### config.mk
export PLATFORM = sky130hd
export DESIGN_NAME = host_countdown_timer
export DESIGN_NICKNAME = d
export VERILOG_FILES = /design/src/core/timer_pkg.sv /design/src/core/host_countdown_timer.sv
export VERILOG_INCLUDE_DIRS = /design/src /design/src/core
export SDC_FILE = /design/constraint.sdc
export NUM_CORES = 1
export LEC_CHECK = 0
export ABC_AREA = 1
export BUFFER_PORTS_ARGS = -buffer_cell sky130_fd_sc_hd__buf_2
export CORE_ASPECT_RATIO = 0.6
export CORE_MARGIN = 3
export CORE_UTILIZATION = 57
export CTS_CLUSTER_SIZE = 30
export DETAILED_ROUTE_END_ITERATION = 6
export GPL_TIMING_DRIVEN = 0
export PLACE_DENSITY_LB_ADDON = 0.2
export SLEW_MARGIN = 20
export SYNTH_ARGS = -nofsm -noshare
export SYNTH_HDL_FRONTEND = slang
export SYNTH_SLANG_ARGS = --single-unit
export TNS_END_PERCENT = 30
### constraint.sdc
create_clock -name clock -period 1.9 [get_ports clock]
set_input_delay 0.19 -clock clock [delete_from_list [all_inputs] [get_ports clock]]
set_output_delay 0.19 -clock clock [all_outputs]
set_load 0.005 [all_outputs]
### src/core/timer_defines.svh
`ifndef TIMER_DEFINES_SVH
`define TIMER_DEFINES_SVH

// ----------------------------------------------------------------
// Register offsets (byte addresses)
// ----------------------------------------------------------------
`define OFS_IRQ_GATE        8'h04
`define OFS_LINK_EVENT_ACK  8'h08
`define OFS_LINK_EVENT_MASK 8'h0C
`define OFS_TIMER_CTRL      8'h1C

// ----------------------------------------------------------------
// Field positions
// ----------------------------------------------------------------
`define BIT_TIMER_RUN       31
`define BIT_AUTO_RELOAD     30
`define BIT_START_ON_RESET  29
`define PRELOAD_MSB         23
`define BIT_LINK_EVENT_EN   8
`define BIT_TIMER_EXPIRED   0

// ----------------------------------------------------------------
// Reset values
// ----------------------------------------------------------------
`define RST_TIMER_CTRL      32'h0000_0000
`define RST_IRQ_GATE        32'h0000_0000
`define RST_MASK            32'h0000_0000

// ----------------------------------------------------------------
// Timing
// ----------------------------------------------------------------
`define UNIT_PS             80140
`define CLK_PS              5000
`define UNIT_CYCLES         ((`UNIT_PS + (`CLK_PS / 2)) / `CLK_PS)

`endif

### src/core/timer_pkg.sv
package timer_pkg;

    typedef struct packed {
        logic [7:0]  addr;
        logic [31:0] wdata;
        logic        wr;
        logic        rd;
    } bus_req_t;

endpackage

### src/core/host_countdown_timer.sv
// Summary of operation
// Bit 31 run bit starts or stops timer
// Bit 30 selects repeated or single cycle
// Bit 29 starts timer at each link reset
// Preload is bits 23 to 0, LSB bit 0
// One count step lasts 80.14 ns; code rounds to 16 clocks of 5 ns, 80 ns
// Start copies preload, counter decrements per unit
// Zero sets expiry flag if enabled
// Auto-reload restarts timing at zero
// Single cycle stops after expiry
// Link-reset start disables run bit
// Unacknowledged flag never blocks reloading
// Bit 8 gates link events onto interrupt
// Unit tick gates every decrement
`timescale 1ns/100ps
`default_nettype none
`include "timer_defines.svh"

module host_countdown_timer
(
    input  wire logic                clock,
    input  wire logic                srst,
    input  wire timer_pkg::bus_req_t bus_req,
    output var  logic [31:0]         rdata,
    input  wire logic                link_reset_in,
    output var  logic                irq
);

    // ------------------------------------------------------------
    // Declarations
    // ------------------------------------------------------------
    localparam logic [4:0]  UNIT_LAST  = 5'(`UNIT_CYCLES - 1);
    localparam logic [31:0] CTRL_RESET = `RST_TIMER_CTRL;
    localparam logic [31:0] GATE_RESET = `RST_IRQ_GATE;
    localparam logic [31:0] MASK_RESET = `RST_MASK;

    // ------------------------------------------------------------
    // Control, enable and status flag registers
    // ------------------------------------------------------------
    logic        timer_run_r;
    logic        auto_reload_mode_r;
    logic        start_on_link_reset_r;
    logic [23:0] preload_r;
    logic        link_event_irq_enable_r;
    logic        countdown_irq_enable_r;
    logic        expired_flag_r;

    // ------------------------------------------------------------
    // Timer state
    // ------------------------------------------------------------
    logic [23:0] count_r;
    logic [23:0] count_nxt;
    logic [4:0]  unit_cnt_r;
    logic        tick_r;
    logic [2:0]  reset_sync_r;
    logic        reset_level_r;

    // ------------------------------------------------------------
    // Strobes and decodes
    // ------------------------------------------------------------
    logic        reset_start;
    logic        sw_start;
    logic        sw_stop;
    logic        load;
    logic        expire;
    logic        ctrl_wr;
    logic        gate_wr;
    logic        mask_wr;
    logic        ack_clr;
    logic        reload;
    logic        one_shot_done;
    logic [23:0] start_value;

    // ------------------------------------------------------------
    // Read path and outputs
    // ------------------------------------------------------------
    logic [31:0] rdata_r;
    logic [31:0] rdata_nxt;
    logic [31:0] ctrl_view;
    logic [31:0] ack_view;
    logic [31:0] mask_view;
    logic [31:0] gate_view;
    logic        irq_r;

    // ------------------------------------------------------------
    // Register decode
    // ------------------------------------------------------------
    assign ctrl_wr = bus_req.wr && (bus_req.addr == `OFS_TIMER_CTRL);
    assign gate_wr = bus_req.wr && (bus_req.addr == `OFS_IRQ_GATE);
    assign mask_wr = bus_req.wr && (bus_req.addr == `OFS_LINK_EVENT_MASK);
    assign ack_clr = bus_req.wr && (bus_req.addr == `OFS_LINK_EVENT_ACK) &&
                     bus_req.wdata[`BIT_TIMER_EXPIRED];

    // ------------------------------------------------------------
    // Link reset input synchroniser
    // ------------------------------------------------------------
    always_ff @(posedge clock)
    begin
        if (srst)
            reset_sync_r <= 3'h0;
        else
            reset_sync_r <= {reset_sync_r[1:0], link_reset_in};
    end

    always_ff @(posedge clock)
    begin
        if (srst)
            reset_level_r <= 1'b0;
        else if (reset_sync_r[1] == reset_sync_r[2])
            reset_level_r <= reset_sync_r[2];
    end

    assign reset_start = start_on_link_reset_r && !reset_level_r &&
                         reset_sync_r[1] && reset_sync_r[2];

    // ------------------------------------------------------------
    // Start and stop decisions
    // ------------------------------------------------------------
    assign sw_start = ctrl_wr && !bus_req.wdata[`BIT_START_ON_RESET] &&
                      bus_req.wdata[`BIT_TIMER_RUN];                // see R1
    assign sw_stop  = ctrl_wr && !bus_req.wdata[`BIT_START_ON_RESET] &&
                      !bus_req.wdata[`BIT_TIMER_RUN];               // see R1
    assign load     = sw_start || reset_start;
    assign expire   = timer_run_r && tick_r && (count_r <= 24'h000001);
    assign reload   = expire && auto_reload_mode_r;
    assign one_shot_done = expire && !auto_reload_mode_r;

    // ------------------------------------------------------------
    // Start value
    // ------------------------------------------------------------
    // Write data bypasses the preload register written in the same cycle
    always_comb
    begin
        start_value = preload_r;
        if (sw_start)
            start_value = bus_req.wdata[`PRELOAD_MSB:0];
    end

    // ------------------------------------------------------------
    // Time unit tick
    // ------------------------------------------------------------
    always_ff @(posedge clock)
    begin
        if (srst || load)
        begin
            unit_cnt_r <= 5'h00;
            tick_r     <= 1'b0;
        end
        else if (unit_cnt_r == UNIT_LAST)
        begin
            unit_cnt_r <= 5'h00;
            tick_r     <= 1'b1;                                     // see R5
        end
        else
        begin
            unit_cnt_r <= unit_cnt_r + 5'h01;
            tick_r     <= 1'b0;
        end
    end

    // ------------------------------------------------------------
    // Control register
    // ------------------------------------------------------------
    always_ff @(posedge clock)
    begin
        if (srst)
        begin
            auto_reload_mode_r    <= CTRL_RESET[`BIT_AUTO_RELOAD];
            start_on_link_reset_r <= CTRL_RESET[`BIT_START_ON_RESET];
            preload_r             <= CTRL_RESET[`PRELOAD_MSB:0];
        end
        else if (ctrl_wr)
        begin
            auto_reload_mode_r    <= bus_req.wdata[`BIT_AUTO_RELOAD];
            start_on_link_reset_r <= bus_req.wdata[`BIT_START_ON_RESET];
            preload_r             <= bus_req.wdata[`PRELOAD_MSB:0];
        end
    end

    // ------------------------------------------------------------
    // Run state
    // ------------------------------------------------------------
    always_ff @(posedge clock)
    begin
        if (srst)
            timer_run_r <= 1'b0;
        else if (load)
            timer_run_r <= 1'b1;                                    // see R1
        else if (sw_stop)
            timer_run_r <= 1'b0;
        else if (one_shot_done)
            timer_run_r <= 1'b0;
    end

    // ------------------------------------------------------------
    // Hidden counter
    // ------------------------------------------------------------
    always_comb
    begin
        count_nxt = count_r;
        if (load)
            count_nxt = start_value;
        else if (reload)
            count_nxt = preload_r;                                  // see R8
        else if (expire)
            count_nxt = 24'h000000;
        else if (timer_run_r && tick_r)
            count_nxt = count_r - 24'h000001;                       // see R6
    end

    always_ff @(posedge clock)
    begin
        if (srst)
            count_r <= 24'h000000;
        else
            count_r <= count_nxt;
    end

    // ------------------------------------------------------------
    // Interrupt registers
    // ------------------------------------------------------------
    always_ff @(posedge clock)
    begin
        if (srst)
            link_event_irq_enable_r <= GATE_RESET[`BIT_LINK_EVENT_EN];
        else if (gate_wr)
            link_event_irq_enable_r <= bus_req.wdata[`BIT_LINK_EVENT_EN];
    end

    always_ff @(posedge clock)
    begin
        if (srst)
            countdown_irq_enable_r <= MASK_RESET[`BIT_TIMER_EXPIRED];
        else if (mask_wr)
            countdown_irq_enable_r <= bus_req.wdata[`BIT_TIMER_EXPIRED];
    end

    // ------------------------------------------------------------
    // Expiry flag
    // ------------------------------------------------------------

    always_ff @(posedge clock)
    begin
        if (srst)
            expired_flag_r <= 1'b0;
        else if (expire && countdown_irq_enable_r)
            expired_flag_r <= 1'b1;                                 // see R7
        else if (ack_clr)
            expired_flag_r <= 1'b0;
    end

    // ------------------------------------------------------------
    // Interrupt output
    // ------------------------------------------------------------
    always_ff @(posedge clock)
    begin
        if (srst)
            irq_r <= 1'b0;
        else
            irq_r <= link_event_irq_enable_r && expired_flag_r &&
                     countdown_irq_enable_r;
    end

    // ------------------------------------------------------------
    // Read data
    // ------------------------------------------------------------
    assign ctrl_view = {timer_run_r, auto_reload_mode_r, start_on_link_reset_r,
                        5'h00, preload_r};
    assign ack_view  = {31'h0000_0000, expired_flag_r};
    assign mask_view = {31'h0000_0000, countdown_irq_enable_r};
    assign gate_view = {23'h000000, link_event_irq_enable_r, 8'h00};

    always_comb
    begin
        rdata_nxt = 32'h0000_0000;
        if (bus_req.rd)
        begin
            case (bus_req.addr)
                `OFS_TIMER_CTRL:
                    rdata_nxt = ctrl_view;
                `OFS_LINK_EVENT_ACK:
                    rdata_nxt = ack_view;
                `OFS_LINK_EVENT_MASK:
                    rdata_nxt = mask_view;
                `OFS_IRQ_GATE:
                    rdata_nxt = gate_view;
                default:
                    rdata_nxt = 32'h0000_0000;
            endcase
        end
    end

    always_ff @(posedge clock)
    begin
        if (srst)
            rdata_r <= 32'h0000_0000;
        else
            rdata_r <= rdata_nxt;
    end

    // ------------------------------------------------------------
    // Outputs
    // ------------------------------------------------------------
    assign rdata = rdata_r;
    assign irq   = irq_r;

endmodule

`default_nettype wire

Word level (Yosys, flattened, before mapping)
Index checks and enable logic that the tools add are counted.
{ "classes": {"n_addsub": 2, "multipliers": 0, "div_mod_pow": 0, "n_lt_le_gt_ge": 1, "n_eq_ne": 6, "shift": 0, "muxes": 12, "n_bitwise": 1, "reduce_logical": 29} }
{ "op_table": {"columns": ["op", "count"], "rows": [
  ["case mux 32 bit (4 select lines)", 1],
  ["2-to-1 mux 24 bit", 5],
  ["less-or-equal comparator 24 x 1 -> 1 bit (second input constant)", 1],
  ["subtractor 24 x 1 -> 24 bit (second input constant)", 1],
  ["logical AND 1 bit", 18],
  ["equality test 8 x 4 -> 1 bit (second input constant)", 2],
  ["equality test 8 x 3 -> 1 bit (second input constant)", 1],
  ["equality test 8 x 5 -> 1 bit (second input constant)", 1],
  ["2-to-1 mux 1 bit", 6],
  ["adder 5 x 1 -> 5 bit (second input constant)", 1],
  ["equality test 5 x 4 -> 1 bit (second input constant)", 1],
  ["zero test 1 bit", 4],
  ["nonzero test 4 bit", 1],
  ["OR reduction 2 bit", 2],
  ["nonzero test 3 bit", 1],
  ["logical OR 1 bit", 2],
  ["nonzero test 2 bit", 1],
  ["equality test 1 bit", 1],
  ["NOT 1 bit", 1]
]} }
{ "word_totals": {"reg_bits": 97, "latchBits": 0, "mem_bits_rw": 0, "mem_bits_ro": 0, "elab_cells": 65, "memories": 0} }

Longest topological paths before layout
Gate-level depths: netlist of the first run.
{ "logic_depth": {"ltp_word": 7, "depth_mapped": 11, "ltp_nobuf": 11} }

Worst setup path before layout of the first run
OpenSTA, ideal clock, no wires.
{ "synth_timing": {"path_type": "register to register", "startpoint": "register count_r[0]", "endpoint": "register count_r[5]", "setup_ns": 0.066, "t_arrival_ns": 1.532, "t_required_ns": 1.834, "path_slack_ns": 0.302, "path_stages_with_launch": 11, "path_buffers": 1, "period_less_slack_ns": 1.598, "cell_sequence": "dfxtp_1 > inv_1 > ha_1 > nand2_2 > a21oi_4 > nand3_1 > clkbuf_1 > nand3_1 > nand2_1 > nand2_1 > a21oi_2"} }
{ "synth_between": {"elab_chain_len": 5} }
{ "synth_rtl": {"columns": ["element", "line", "rtl"], "rows": [
  ["start: declaration", "host_countdown_timer.sv:51", "logic [23:0] count_r;"],
  ["start signal: assignment", "host_countdown_timer.sv:216", "count_r <= count_nxt;"],
  ["subtractor 24 x 1 -> 24 bit / less-or-equal comparator 24 x 1 -> 1 bit (equally long branches)", "host_countdown_timer.sv:208, host_countdown_timer.sv:124", null],
  ["2-to-1 mux 24 bit / logical AND 1 bit (equally long branches)", "host_countdown_timer.sv:207, host_countdown_timer.sv:124", null],
  ["2-to-1 mux 24 bit / logical AND 1 bit (equally long branches)", "host_countdown_timer.sv:205, host_countdown_timer.sv:125", null],
  ["2-to-1 mux 24 bit", "host_countdown_timer.sv:203", "else if (reload)"],
  ["2-to-1 mux 24 bit", "host_countdown_timer.sv:201", "if (load)"]
]} }
Parallel ways exist; a longest one is shown, timed or not. The select of a mux whose other input is x is not followed.
A chain may end at the register's enable or synchronous reset.

Final worst setup path of the first run
{ "layout_timing": {"startpoint": "register count_r[2]", "endpoint": "register count_r[5]"} }
The elaborated chain is that of the path after synthesis.

==> flow_summary.ini, run 1 <==
[grt]
antenna_found_initial = 0
grt_max_degree = 20
grt_overflow_total = 0
top_usage_layer = met2
grt_util_met2_pct = 47.75
met1_usage_pct = 41.87
grt_pass1_vias = 5000
use_met3_pct = 9.147
grt_pass1_wl_um = 24220
grtUsageTotal_pct = 30.92

[timing]
worst_pin_slew_ns = 0.6358
setup_viol = 0
finalClockSkew_ns = 0.009782
fin_crit_sh_pct = 98.33
rsz0062_at_grt = yes
drv_slew = 0
relSlewSlack_pct = 57.46
min_period_ns = 1.868
fmax_mhz = 535.2
finalHoldViolations = 0

[floorplan]
die_w_um = 125.2
die-area_sq_mm = 0.009711
initial_core_util_pct = 60.25
io_pins = 78
core_sq_mm = 0.008070
dieHeight_um = 77.54
fp-row-count = 25

[clocking]
cts_inserted_buffers = 9
clkSinkCount = 92
cts_root_buffer = clkbuf_16
cts_max_path_buffers = 2
cts_tree = built
clk_latency_ns = 0.35
hold_buffers = 0
htreeDepth = 3
path_clk_slew_ns = 0.07

[logic_synthesis]
ys_seq_area_share_pct = 37.88
synth_warnings = 0
ys_types = 36
synth_area_sq_mm = 0.004862
synth_top_cell_by_area = dfxtp_1
synth_seq_cells = 92
ys_top_cells_by_area = dfxtp_1 (38%), nand2_1 (12%), nand3_1 (8.9%)
syn_avg_cell_area_sq_um = 6.606
synthCells = 736
synth_top_cell_area_share_pct = 37.88

[layout]
n_antenna_cell = 0
fillers = 681
fin_area_sq_mm = 0.005758
final_cells = 935
final_nets = 871
drive_gt1_share_pct = 18.74
syn2layout_area_growth_pct = 18.43

[detailed_routing]
drc = 0
post_drt_wl_per_cell_um = 16.48
vias_per_cell = 5.779
vias = 5403
wl_um = 15410
drt_pass1_iterations = 6
dr.first_iter.drc_count = 713
ant_nets = 0

[place]
postPlaceCellArea_sq_mm = 0.005338
dp_hpwl_um = 11570
port_buffers = 65
gp_congestion = 1.082
dp.cells = 913

[pwr]
intPower_w = 0.003038
p_clk_share_pct = 46.7
powerDensity_mw_per_mm2 = 692.5
p_sw_w = 0.0009494
switching_share_pct = 23.81
combPwrFrac_pct = 4.6
power.leakage_nw = 2.708
vdd_drop_max_v = 0.0004936
seqPwrFrac_pct = 48.7

[worst_setup_path]
criticalPathCategory = flip-flop to flip-flop
critPathMaxFanout = 6
r2r-start = count_r[2]
rr_worst_depth = 10
critPathLaunch = count_r[2]
crit_end = count_r[5]
start_kind = flip-flop
arrival_ns = 2.16
r2r_slack_ns = 0.03
r2r-end = count_r[5]
end_kind = flip-flop
required_ns = 2.19

[min_path]
hold_class = primary input to flip-flop

[run_status]
status = finished clean

[job]
cap_violations = 0
[power groups by stage]
stage | sequential, W | combinational, W | clock [W]
after floorplan | 0.00199 | 0.0000886 | 0
after global placement | 0.00199 | 0.000166 | 0
after detailed placement | 0.00199 | 0.000172 | 0
after CTS | 0.00194 | 0.000175 | 0.00186
after global routing | 0.00194 | 0.000198 | 0.00195
final | 0.00194 | 0.000182 | 0.00186
[how the worst min path moves through the flow]
stage | end | cells after the start | start
3_5_place_dp | reset_sync_r[1] | 2 | reset_sync_r[0]
3_3_place_gp | reset_sync_r[1] | 2 | reset_sync_r[0]
2_1_floorplan | reset_sync_r[0] | 2 | link_reset_in
4_1_cts | reset_sync_r[0] | 3 | link_reset_in
5_1_grt | reset_sync_r[0] | 3 | link_reset_in
6_report | reset_sync_r[0] | 3 | link_reset_in
[repair_timing]
action | CTS | global route
endpoints found under the setup margin | 22 | 26
gates resized for setup | 3 | 22
cloned | 0 | 1
buffers inserted | 4 | 2
pin swaps | 2 | 4
[cell families (layout without fill, tap and decap cells)]
| family | count (synthesis) | in the layout | synth area share [%] |
|---|---|---|---|
| simple gates | 402 | 402 | 36.90 |
| buf+inv | 118 | 205 | 10.63 |
| compound gates | 116 | 116 | 12.94 |
| flops | 92 | 92 | 37.88 |
| fa+ha+maj | 4 | 4 | 1.029 |
| xor+xnor | 3 | 3 | 0.5405 |
| other cells | 1 | 5 | 0.07713 |
[area by class of cell]
cell class / instances / area [sq um] / area share (%)
timing repair buffer: 72 / 381.6 / 6.628
buffer: 39 / 224.0 / 3.890
multi-input combinational: 530 / 2571 / 44.65
clock buffer: 9 / 225.2 / 3.911
inverter: 78 / 295.3 / 5.128
sequential: 92 / 1844 / 32.03
clock inverter: 7 / 81.33 / 1.412
tap: 108 / 135.1 / 2.347
[synthesized netlist by cell type]
| library cell | count |
|---|---|
| a211oi_1 | 1 |
| clkinv_1 | 2 |
| buf_6 | 5 |
| clkbuf_4 | 1 |
| inv_2 | 2 |
| nor2_2 | 2 |
| buf_4 | 5 |
| nand2_1 | 152 |
| buf_2 | 11 |
| nand3b_1 | 2 |
| nand4_1 | 11 |
| nor3_1 | 29 |
| or2_2 | 2 |
| o21ai_0 | 57 |
| nor3b_1 | 1 |
| nand4_4 | 1 |
| nor4_1 | 1 |
| nand3_1 | 86 |
| nand2_2 | 3 |
| nand3_2 | 3 |
| nor2_1 | 104 |
| dfxtp_1 | 92 |
| xor2_1 | 3 |
| a21boi_0 | 1 |
| a21oi_4 | 1 |
| nand2_4 | 1 |
| buf_1 | 1 |
| inv_1 | 74 |
| conb_1 | 1 |
| a21oi_2 | 8 |
| clkbuf_1 | 17 |
| a21oi_1 | 47 |
| a21o_1 | 1 |
| ha_1 | 4 |
| nor2_8 | 1 |
| nor2_4 | 3 |
[layout by cell type, fill, tap and decap left out, types with 7 or more instances in the layout]
| cell type | n |
|---|---|
| a21oi_1 | 47 |
| a21oi_2 | 8 |
| buf_2 | 76 |
| buf_4 | 12 |
| clkbuf_1 | 16 |
| clkbuf_16 | 9 |
| dfxtp_1 | 90 |
| inv_1 | 72 |
| nand2_1 | 148 |
| nand3_1 | 85 |
| nand4_1 | 11 |
| nor2_1 | 99 |
| nor2_2 | 7 |
| nor3_1 | 28 |
| o21ai_0 | 57 |
[critical path, cell delays in order, from the launching register on]
cell and delay [ns]:
dfxtp_1 0.38, nor2_2 0.21, nand2_2 0.10, a21oi_4 0.26, nand2_2 0.10, nor2_4 0.21
buf_6 0.17, nand3_1 0.10, nand2_1 0.09, nand2_1 0.06, a21oi_2 0.12
[state kept, by name (all words and copies together) (netlist names)]
signal                   cells
rdata                       27
irq                          1
count_r                     24
countdown_irq_enable_r       1
expired_flag_r               1
link_event_irq_enable_r      1
reset_sync_r                 3
start_on_link_reset_r        1
timer_run_r                  1
tick_r                       1
auto_reload_mode_r           1
reset_level_r                1
preload_r                   24
unit_cnt_r                   5
[metal layers]
metal,up-vias,share of wire [%]
met4,0,2.1
met2,337,43
met5,-,0
met3,45,13
met1,2468,42
li1,2553,-
[metrics by stage]
stage | setup WS [ns] | TNS, ns | util (%) | hold WS (ns) | power, W
floorplan | 0.3016 | 0 | - | 0.2970 | 0.002075
global placement | -0.07972 | -0.1742 | 66.14 | 0.3934 | 0.002152
detailed placement | -0.09090 | -0.7925 | 66.14 | 0.4166 | 0.002160
CTS | 0.0008369 | 0 | 70.34 | 0.06239 | 0.003976
global route | -0.04144 | -0.2364 | 71.35 | 0.07895 | 0.004093
finish | 0.03165 | 0 | 71.35 | 0.06060 | 0.003988
Power figures use the tool's default switching activity.
==> inputs of run 2 (changes only) <==
Settings changed: PLACE_DENSITY from default to 0.84, PLACE_DENSITY_LB_ADDON 0.2 to default.
==> run 2 against run 1 <==
Compared with the run above: core utilization increased by 0.48 points; clock skew shrank 0.0026 ns; clock-buffer cell count unchanged.
==> flow_summary.ini, run 2 (synthesis gave the netlist of run 1 again) <==
[run_status]
status = finished clean

[grt]
grtUsageTotal_pct = 31.71
grt_overflow_total = 0
antenna_found_initial = 0
grt_pass1_vias = 4960
grt_pass1_wl_um = 24470
grt_max_degree = 20

[worst_setup_path]
cp_slowest_cell = dfxtp_4
end_kind = flip-flop
arrival_ns = 2.13
crit_chain = inv_4, ha_4, nand2_4, a21oi_4, nand2_2, nor2_4, buf_6, nand3_1, nand2_1, nand2_1, a21oi_2
worst-path-buf-inv = 2
crit_family = simple AND/OR/NAND/NOR gates
r2r-start = count_r[0]
criticalPathCategory = flip-flop to flip-flop
required_ns = 2.18
rr_worst_depth = 11
critPathLaunch = count_r[0]
start_kind = flip-flop
critPathMaxFanout = 5
slowest_delay_ns = 0.38
r2r_slack_ns = 0.05
cp_common_cell = nand2_1
r2r-end = count_r[6]

[floorplan]
io_pins = 78
dieHeight_um = 77.54
die_w_um = 125.2
initial_core_util_pct = 60.25
fp-row-count = 25
core_sq_mm = 0.008070
die-area_sq_mm = 0.009711

[timing]
drv_slew = 0
relSlewSlack_pct = 57.05
worst_hold_slack_ns = 0.05046
finalWorstSetupSlack_ns = 0.04917
finalHoldViolations = 0
min_period_ns = 1.851
setup_viol = 0
fin_crit_sh_pct = 97.41
worst_pin_slew_ns = 0.6443
finalClockSkew_ns = 0.007217
fin_tns_setup_ns = 0
fmax_mhz = 540.3

[job]
cap_violations = 0

[place]
dpl_worst_slack_ns = -0.2073
dp_hpwl_um = 11820
port_buffers = 65
gp_congestion = 1.010

[detailed_routing]
drc = 0
wl_um = 16000
vias = 5487
dr.first_iter.drc_count = 651
vias_per_cell = 5.881
ant_nets = 0
drt_pass1_iterations = 7
post_drt_wl_per_cell_um = 17.15

[clocking]
cts_max_path_buffers = 2
clkSinkCount = 92
htreeDepth = 3
cts_root_buffer = clkbuf_16
clk_latency_ns = 0.34
cts_tree = built
path_clk_slew_ns = 0.07
cts_inserted_buffers = 9

[min_path]
hold_class = primary input to flip-flop
min_to = reset_sync_r[0]
hold_start = link_reset_in
min_path_cells = 3

[layout]
fin_util_pct = 71.83
final_nets = 869
n_antenna_cell = 0
syn2layout_area_growth_pct = 19.22
mostFrequentLayoutCell = nand2_1
final_cell_mix = nand2_1 (146), nor2_1 (93), dfxtp_1 (90), nand3_1 (85), buf_2 (75)
largest_register_ff_count = 27
drive_gt1_share_pct = 19.52

[pwr]
powerDensity_mw_per_mm2 = 685.9
vdd_drop_max_v = 0.0006042
power.leakage_nw = 2.721
[run 2: worst max path at each step]
stage	endpoint	cells past startpoint	slack, ns
after global routing	count_r[5]	10	-0.05
after detailed placement	timer_run_r	10	-0.21
final	count_r[6]	11	0.05
after global placement	timer_run_r	10	-0.14
after CTS	count_r[6]	11	0.02
after floorplan	count_r[5]	10	0.30
[run 2: tightest hold or removal path: stages]
cell and delay [ns]:
buf_2 0.08, inv_1 0.03, nor2_1 0.06
[run 2: through the flow]
stage	power (W)	cell area (sq um)	cells
after global placement	0.002155	5338	913
after floorplan	0.002075	4877	740
after detailed placement	0.002161	5338	913
after CTS	0.003965	5685	931
final	0.003976	5797	933
after global routing	0.004082	5797	933
[run 2: cell type report]
cell class | instances | area [sq um]
Clock inverter | 7 | 80.08
Inverter | 78 | 297.8
Clock buffer | 9 | 225.2
Timing Repair Buffer | 70 | 366.6
Buffer | 39 | 226.5
Multi-Input combinational cell | 530 | 2619
Tap cell | 108 | 135.1
Fill cell | 661 | 2273
Sequential cell | 92 | 1847
[run 2: metal layers]
| layer | track usage [%] | wire (um) |
|---|---|---|
| met1 | 43.84 | 6727 |
| met2 | 49.09 | 6806 |
| met3 | 8.597 | 2060 |
| met4 | 8.658 | 409 |
| met5 | 0 | 0 |
[run 2: report_power, final]
group	internal, W	switching [W]
combinational	0.0000632	0.000121
sequential	0.00194	0.00000644
clock	0.00104	0.000809
total	0.00304	0.000936
[run 2: repair_timing]
action,in CTS,in global routing
cloned,1,0
pin swaps,2,7
buffers inserted,2,2
hold buffers,0,0
gates resized for setup,8,31
setup endpoints to repair,25,24
